## src/ddp_map.svh

```systemverilog
`ifndef DDP_MAP_SVH
`define DDP_MAP_SVH

// clock period of i_clock in ns
`define DDP_CLK_PERIOD_NS 20
// least times on the pins, in ns
`define DDP_T_SETUP_NS 20
`define DDP_T_WR_LOW_NS 40
`define DDP_T_HOLD_NS 20
`define DDP_T_RD_LOW_NS 120
`define DDP_T_TURN_NS 40

// least times rounded up to whole cycles
`define DDP_SETUP_CYC ((`DDP_T_SETUP_NS + `DDP_CLK_PERIOD_NS - 1) / `DDP_CLK_PERIOD_NS)
`define DDP_WR_LOW_CYC ((`DDP_T_WR_LOW_NS + `DDP_CLK_PERIOD_NS - 1) / `DDP_CLK_PERIOD_NS)
`define DDP_HOLD_CYC ((`DDP_T_HOLD_NS + `DDP_CLK_PERIOD_NS - 1) / `DDP_CLK_PERIOD_NS)
`define DDP_RD_LOW_CYC ((`DDP_T_RD_LOW_NS + `DDP_CLK_PERIOD_NS - 1) / `DDP_CLK_PERIOD_NS)
`define DDP_TURN_CYC ((`DDP_T_TURN_NS + `DDP_CLK_PERIOD_NS - 1) / `DDP_CLK_PERIOD_NS)

// least select-low cycles so a read word has crossed the pin synchroniser
`define DDP_RD_MIN_CYC 5
// width of the phase counter
`define DDP_CNT_W 8
// word width on the data lines
`define DDP_WORD_W 12
// reset value of the readback word
`define DDP_RDATA_RST 12'h000

`endif

```

## src/ddp_pkg.sv

```systemverilog
package ddp_pkg;

	// access phases, one-hot
	typedef enum logic [3:0] {
		DDP_IDLE = 4'h1,
		DDP_SETUP = 4'h2,
		DDP_STROBE = 4'h4,
		DDP_HOLD = 4'h8
	} ddp_state_e;

endpackage : ddp_pkg

```

## src/ddp_pin_sync.sv

```systemverilog
`timescale 1ns/10ps
`include "ddp_map.svh"

module ddp_pin_sync #(
	parameter int WIDTH = `DDP_WORD_W
) (
	input wire logic i_clock,
	input wire logic i_resetn,
	input wire logic [WIDTH-1:0] i_pin,
	output logic [WIDTH-1:0] o_level
);

	generate
		if (WIDTH < 1) begin : g_bad_width
			$error("ddp_pin_sync: WIDTH must be at least 1");
		end
	endgenerate

	genvar b;
	generate
		for (b = 0; b < WIDTH; b++) begin : g_bit
			logic s1_r, s2_r, s3_r, level_r;
			logic s1_nxt, s2_nxt, s3_nxt, level_nxt;

			// three stages, the level moves once the last two agree
			always_comb begin
				s1_nxt = i_pin[b];
				s2_nxt = s1_r;
				s3_nxt = s2_r;
				level_nxt = (s2_r == s3_r) ? s3_r : level_r;
			end

			always_ff @(posedge i_clock or negedge i_resetn) begin
				if (!i_resetn) begin
					s1_r <= 1'b0;
					s2_r <= 1'b0;
					s3_r <= 1'b0;
					level_r <= 1'b0;
				end else begin
					s1_r <= s1_nxt;
					s2_r <= s2_nxt;
					s3_r <= s3_nxt;
					level_r <= level_nxt;
				end
			end

			assign o_level[b] = level_r;
		end
	endgenerate

endmodule : ddp_pin_sync

```

## src/ddp_host_port.sv

```systemverilog
`timescale 1ns/10ps
`include "ddp_map.svh"

module ddp_host_port #(
	parameter int DATA_W = `DDP_WORD_W
) (
	input wire logic i_clock,
	input wire logic i_resetn,
	// user side
	input wire logic i_req,
	input wire logic i_req_read,
	input wire logic i_req_chan,
	input wire logic [DATA_W-1:0] i_req_word,
	output logic o_ready,
	output logic o_done,
	output logic [DATA_W-1:0] o_read_word,
	// device pins
	output logic o_select_a_n,
	output logic o_select_b_n,
	output logic o_read_not_write,
	input wire logic [DATA_W-1:0] i_data_lines,
	output logic [DATA_W-1:0] o_data_lines,
	output logic o_data_lines_oe_n
);

	localparam logic [`DDP_CNT_W-1:0] SETUP_CYC = `DDP_CNT_W'(`DDP_SETUP_CYC);
	localparam logic [`DDP_CNT_W-1:0] WR_LOW_CYC = `DDP_CNT_W'(`DDP_WR_LOW_CYC);
	localparam logic [`DDP_CNT_W-1:0] HOLD_CYC = `DDP_CNT_W'(`DDP_HOLD_CYC);
	localparam logic [`DDP_CNT_W-1:0] RD_LOW_CYC = `DDP_CNT_W'(`DDP_RD_LOW_CYC);
	localparam logic [`DDP_CNT_W-1:0] TURN_CYC = `DDP_CNT_W'(`DDP_TURN_CYC);
	localparam logic [`DDP_CNT_W-1:0] ONE = `DDP_CNT_W'(1);

	// elaboration checks
	generate
		if (DATA_W != `DDP_WORD_W) begin : g_bad_width
			$error("ddp_host_port: DATA_W must equal the device word width");
		end
		if (`DDP_RD_LOW_CYC < `DDP_RD_MIN_CYC) begin : g_bad_read
			$error("ddp_host_port: read strobe shorter than the pin synchroniser");
		end
		if (`DDP_RD_LOW_CYC > 255 || `DDP_TURN_CYC > 255 || `DDP_WR_LOW_CYC > 255) begin : g_big
			$error("ddp_host_port: phase count exceeds the counter");
		end
		// a zero count would wrap the down-counter to its top value
		if (`DDP_SETUP_CYC < 1 || `DDP_WR_LOW_CYC < 1 ||
				`DDP_HOLD_CYC < 1 || `DDP_TURN_CYC < 1) begin : g_zero
			$error("ddp_host_port: every phase needs at least one cycle");
		end
	endgenerate

	ddp_pkg::ddp_state_e state_r, state_nxt;
	logic [`DDP_CNT_W-1:0] cnt_r, cnt_nxt;
	logic is_read_r, is_read_nxt;
	logic chan_r, chan_nxt;
	logic ready_r, ready_nxt;
	logic done_r, done_nxt;
	logic [DATA_W-1:0] rdata_r, rdata_nxt;
	logic strobe_on, strobe_off; // select fall and rise requests from the sequencer
	wire [1:0] sel_n;
	logic rnw_r, rnw_nxt;
	logic [DATA_W-1:0] dout_r, dout_nxt;
	logic oe_n_r, oe_n_nxt;
	logic [DATA_W-1:0] data_level;

	// data lines arrive from the pins through three stages and a level flop
	ddp_pin_sync #(
		.WIDTH(DATA_W)
	) u_data_sync (
		.i_clock(i_clock),
		.i_resetn(i_resetn),
		.i_pin(i_data_lines),
		.o_level(data_level)
	);

	// access sequencer: setup, select low, select high with hold
	always_comb begin
		state_nxt = state_r;
		cnt_nxt = cnt_r;
		is_read_nxt = is_read_r;
		chan_nxt = chan_r;
		ready_nxt = ready_r;
		done_nxt = 1'b0;
		rdata_nxt = rdata_r;
		strobe_on = 1'b0;
		strobe_off = 1'b0;
		rnw_nxt = rnw_r;
		dout_nxt = dout_r;
		oe_n_nxt = oe_n_r;
		case (state_r)
			ddp_pkg::DDP_IDLE: begin
				if (i_req) begin
					is_read_nxt = i_req_read;
					chan_nxt = i_req_chan;
					dout_nxt = i_req_word;
					ready_nxt = 1'b0;
					rnw_nxt = i_req_read;
					oe_n_nxt = i_req_read; // released for a readback
					cnt_nxt = SETUP_CYC - ONE;
					state_nxt = ddp_pkg::DDP_SETUP;
				end
			end
			ddp_pkg::DDP_SETUP: begin
				if (cnt_r == '0) begin
					strobe_on = 1'b1;
					cnt_nxt = is_read_r ? RD_LOW_CYC - ONE : WR_LOW_CYC - ONE;
					state_nxt = ddp_pkg::DDP_STROBE;
				end else begin
					cnt_nxt = cnt_r - ONE;
				end
			end
			ddp_pkg::DDP_STROBE: begin
				if (cnt_r == '0) begin
					if (is_read_r) begin
						rdata_nxt = data_level;
					end
					strobe_off = 1'b1;
					cnt_nxt = is_read_r ? TURN_CYC - ONE : HOLD_CYC - ONE;
					state_nxt = ddp_pkg::DDP_HOLD;
				end else begin
					cnt_nxt = cnt_r - ONE;
				end
			end
			ddp_pkg::DDP_HOLD: begin
				if (cnt_r == '0) begin
					oe_n_nxt = 1'b1;
					rnw_nxt = 1'b1;
					done_nxt = 1'b1;
					ready_nxt = 1'b1;
					state_nxt = ddp_pkg::DDP_IDLE;
				end else begin
					cnt_nxt = cnt_r - ONE;
				end
			end
			default: begin
				strobe_off = 1'b1;
				rnw_nxt = 1'b1;
				oe_n_nxt = 1'b1;
				ready_nxt = 1'b1;
				state_nxt = ddp_pkg::DDP_IDLE;
			end
		endcase
	end

	// sequencer registers; bus released and selects high in reset
	always_ff @(posedge i_clock or negedge i_resetn) begin
		if (!i_resetn) begin
			state_r <= ddp_pkg::DDP_IDLE;
			cnt_r <= '0;
			is_read_r <= 1'b0;
			chan_r <= 1'b0;
			ready_r <= 1'b1;
			done_r <= 1'b0;
			rdata_r <= `DDP_RDATA_RST;
			rnw_r <= 1'b1;
			dout_r <= '0;
			oe_n_r <= 1'b1;
		end else begin
			state_r <= state_nxt;
			cnt_r <= cnt_nxt;
			is_read_r <= is_read_nxt;
			chan_r <= chan_nxt;
			ready_r <= ready_nxt;
			done_r <= done_nxt;
			rdata_r <= rdata_nxt;
			rnw_r <= rnw_nxt;
			dout_r <= dout_nxt;
			oe_n_r <= oe_n_nxt;
		end
	end

	// one select flop per channel; only the decoded one may fall
	genvar ch;
	generate
		for (ch = 0; ch < 2; ch++) begin : g_chan
			logic sel_n_r, sel_n_nxt;

			always_comb begin
				sel_n_nxt = sel_n_r;
				if (strobe_off) begin
					sel_n_nxt = 1'b1; // rising edge ends the access
				end else if (strobe_on && (chan_r == 1'(ch))) begin
					sel_n_nxt = 1'b0;
				end
			end

			// high in reset, one fall and rise per word
			always_ff @(posedge i_clock or negedge i_resetn) begin
				if (!i_resetn) begin
					sel_n_r <= 1'b1;
				end else begin
					sel_n_r <= sel_n_nxt;
				end
			end

			assign sel_n[ch] = sel_n_r;
		end
	endgenerate

	// outputs straight from flops
	assign o_ready = ready_r;
	assign o_done = done_r;
	assign o_read_word = rdata_r;
	assign o_select_a_n = sel_n[0];
	assign o_select_b_n = sel_n[1];
	assign o_read_not_write = rnw_r;
	assign o_data_lines = dout_r;
	assign o_data_lines_oe_n = oe_n_r;

endmodule : ddp_host_port

```

## config.mk

```make
export PLATFORM = sky130hd
export DESIGN_NAME = ddp_host_port
export DESIGN_NICKNAME = d
export VERILOG_FILES = /design/src/ddp_pkg.sv /design/src/ddp_pin_sync.sv /design/src/ddp_host_port.sv
export VERILOG_INCLUDE_DIRS = /design/src
export SDC_FILE = /design/constraint.sdc
export NUM_CORES = 1
export LEC_CHECK = 0
export BUFFER_PORTS_ARGS = -buffer_cell sky130_fd_sc_hd__buf_2
export CAP_MARGIN = 25
export CORE_ASPECT_RATIO = 1.2
export CORE_MARGIN = 1.5
export CORE_UTILIZATION = 50
export DETAILED_ROUTE_END_ITERATION = 12
export GPL_TIMING_DRIVEN = 0
export PLACE_DENSITY_LB_ADDON = 0.05
export SETUP_SLACK_MARGIN = 0.4
export SLEW_MARGIN = 0
export SYNTH_ARGS = -nofsm -noshare
export SYNTH_HDL_FRONTEND = slang
export SYNTH_SLANG_ARGS = --single-unit
```

## constraint.sdc

```tcl
create_clock -name i_clock -period 2.15 [get_ports i_clock]
set_input_delay 0.1075 -clock i_clock [delete_from_list [all_inputs] [get_ports i_clock]]
set_output_delay 0.1075 -clock i_clock [all_outputs]
set_load 0.005 [all_outputs]
```

==> out/qor.yml <==
drtIter0Drc: 103
die_h_um: 92.2
crit_type: "reg -> reg"
detail_route.wirelength_mm: 6.29
ctsHtreeMaxLevel: 3
setup_viol: 0
routedWlPerCell_um: 14.0
outcome: "finished, final reports clean"
syn_area_per_cell_um2: 13.7
power.total_mw: 5.26
cp_max_fo: 6
rows: 32
fin_crit_ps: 1800
place_area_um2: 3740
io_pins: 59
cts_tree: "done"
core_area_um2: 6410
p_leak_nw: 2.21
cts_inserted_buffers: 9
num_vias: 2185
viasPerCell: 4.84
power_per_cell_area_nw_per_um2: 1170
hp-class: "in -> reg"
start_util: 0.518
finalSetupTns_ps: 0
ys_seq_area_frac: 0.689
antennaDiodeCount: 0
cts.sinks: 91
overflow: 0
fin_ws_ps: 347
ir_drop_mv: 0.663
place_ws_ps: 139
cp.arrival_ps: 2040
cts.clk_slew.worst_paths_ps: 90
drive_above_1_share: 0.380
grt_pass1_vias: 2146
die_w_um: 77.3
post_synth_num_cell_types: 44
rsz0062_at_grt: "yes"
hold_violations: 0
area_growth_pct: 35.5
insertion_delay_ps: 350
maxCapViolations: 0
final_common_cell: "dfrtp_1"
fin_cells: 451
yosysWarningCount: 0
dr.pass1.iters: 4
synth_area_um2: 3320
track_usage: 0.195
dp.cells: 386
min_period_over_period: 0.839
fmax_ghz: 0.555
place_congestion: 0.810
drc_errors: 0
fin_worst_skew_ps: 7.76
maxSlewViolCount: 0
crit_required_ps: 2390
syn_inst: 242
holdWs_ps: 65.0
synth-seq-cells: 91
grt_pass1_wl_mm: 10.5
grt_max_degree: 68
mostFrequentLayoutCells: "dfrtp_1, buf_2, nand2_1"
ant_nets: 0
cts-root-buf: "clkbuf_8"
postLayoutCellArea_um2: 4490
design.die.area_um2: 7130
worst_slew_pin_slew_ps: 555
synth_nets: 273
clockBufferDepth: 2
critPathLaunchType: "flip-flop"
dp.final_hpwl_mm: 3.63
cp-end-kind: "flip-flop"
nNetsFinal: 392
max_slew_margin: 0.629
fin_util: 0.702
portBuffers: 58
antenna_found_initial: 0
routing by layer:
metal | part of all wire | global-route usage | vias up
met1 | 0.46 | 0.263 | 1054
met5 | 0 | 0 | -
met4 | 0.025 | 0.0985 | 0
li1 | - | - | 1064
met2 | 0.47 | 0.290 | 51
met3 | 0.042 | 0.0517 | 16
timing repair:
item                                    4_1_cts  5_1_grt
endpoints found under the hold margin        50        0
gates resized for setup                      12       11
pin swaps                                     2        5
cloned                                        1        0
hold buffers                                 27        0
buffers inserted                             10       11
endpoints found under the setup margin       32       32
Yosys cell counts, drive strengths merged:
cell / count / area [um^2]
xor2: 4 / 35.0
a211oi: 2 / 20.0
o31ai: 2 / 15.0
a22o: 1 / 8.76
a31oi: 1 / 6.26
inv: 3 / 11.3
and2: 4 / 25.0
nand3: 3 / 15.0
nand2: 55 / 209
xnor2: 1 / 8.76
mux2: 12 / 173
o22ai: 1 / 6.26
maj3: 12 / 120
or3: 2 / 12.5
o21ai: 7 / 35.0
nor2: 8 / 30.0
and3: 1 / 6.26
dfrtp: 86 / 2150
buf: 5 / 36.3
a41oi: 1 / 8.76
clkbuf: 2 / 7.51
nor4: 1 / 12.5
or4b: 1 / 10.0
a21oi: 3 / 15.0
a21o: 1 / 7.51
ha: 2 / 25.0
nor2b: 1 / 6.26
o211ai: 3 / 22.5
nor3b: 2 / 20.0
nor4b: 4 / 77.6
dfstp: 5 / 131
nand4: 1 / 6.26
o2111ai: 1 / 8.76
nor3: 1 / 5.00
o22a: 2 / 17.5
o221ai: 1 / 8.76
worst paths after layout:
| check | start | endpoint | slack [ps] | cells past startpoint |
|---|---|---|---|---|
| worst min register to register | u_data_sync.g_bit[2].s1_r$_DFF_PN0_ | u_data_sync.g_bit[2].s2_r$_DFF_PN0_ | 350 | 0 |
| max in group asynchronous | i_resetn | state_r[0]$_DFFE_PN1P_ | 1290 | 3 |
| worst max-delay path | cnt_r[1]$_DFFE_PN0P_ | o_read_word[9]$_DFFE_PN0P_ | 350 | 7 |
| min in group asynchronous | i_resetn | o_read_word[11]$_DFFE_PN0P_ | 190 | 2 |
| worst min-delay path | i_req | o_ready$_DFFE_PN1P_ | 70 | 4 |
| worst max register to register | cnt_r[1]$_DFFE_PN0P_ | o_read_word[9]$_DFFE_PN0P_ | 350 | 7 |
cell families after synthesis:
group                    synth area share
AO/OA/AOI/OAI                      0.0543
XOR/XNOR                           0.0132
adder cells (fa/ha/maj)            0.0438
buffers and inverters              0.0166
flip-flops                          0.689
multiplexers                       0.0521
AND/OR/NAND/NOR                     0.131
power by group:
part	internal (mW)	switching (mW)	total, mW
Sequential	2.05	0.249	2.30
Clock	0.775	0.583	1.36
Combinational	0.832	0.781	1.61
critical path, cell delays in order, from the launching register on:
cell,delay (ps)
dfrtp_1,410
inv_2,80
ha_4,120
nor3b_4,290
nand4_1,180
buf_6,180
buf_8,130
mux2_4,300
cell type report:
type	count	area [um^2]
well taps	85	106
inverters	3	11.3
fillers	482	1910
clock buffers	10	128
repair buffers	108	763
flip-flops and latches	91	2290
multi-input cells	141	1030
plain buffers	7	53.8
clock inverters	6	111
sequential cells by signal (all words and copies together) (netlist names), 4 cells and up:
signal	count
o_data_lines	12
o_read_word	12
u_data_sync.g_bit.level_r	12
u_data_sync.g_bit.s1_r	12
u_data_sync.g_bit.s2_r	12
u_data_sync.g_bit.s3_r	12
cnt_r	8
state_r	4
No activity file was read; power rests on OpenSTA's default activity.
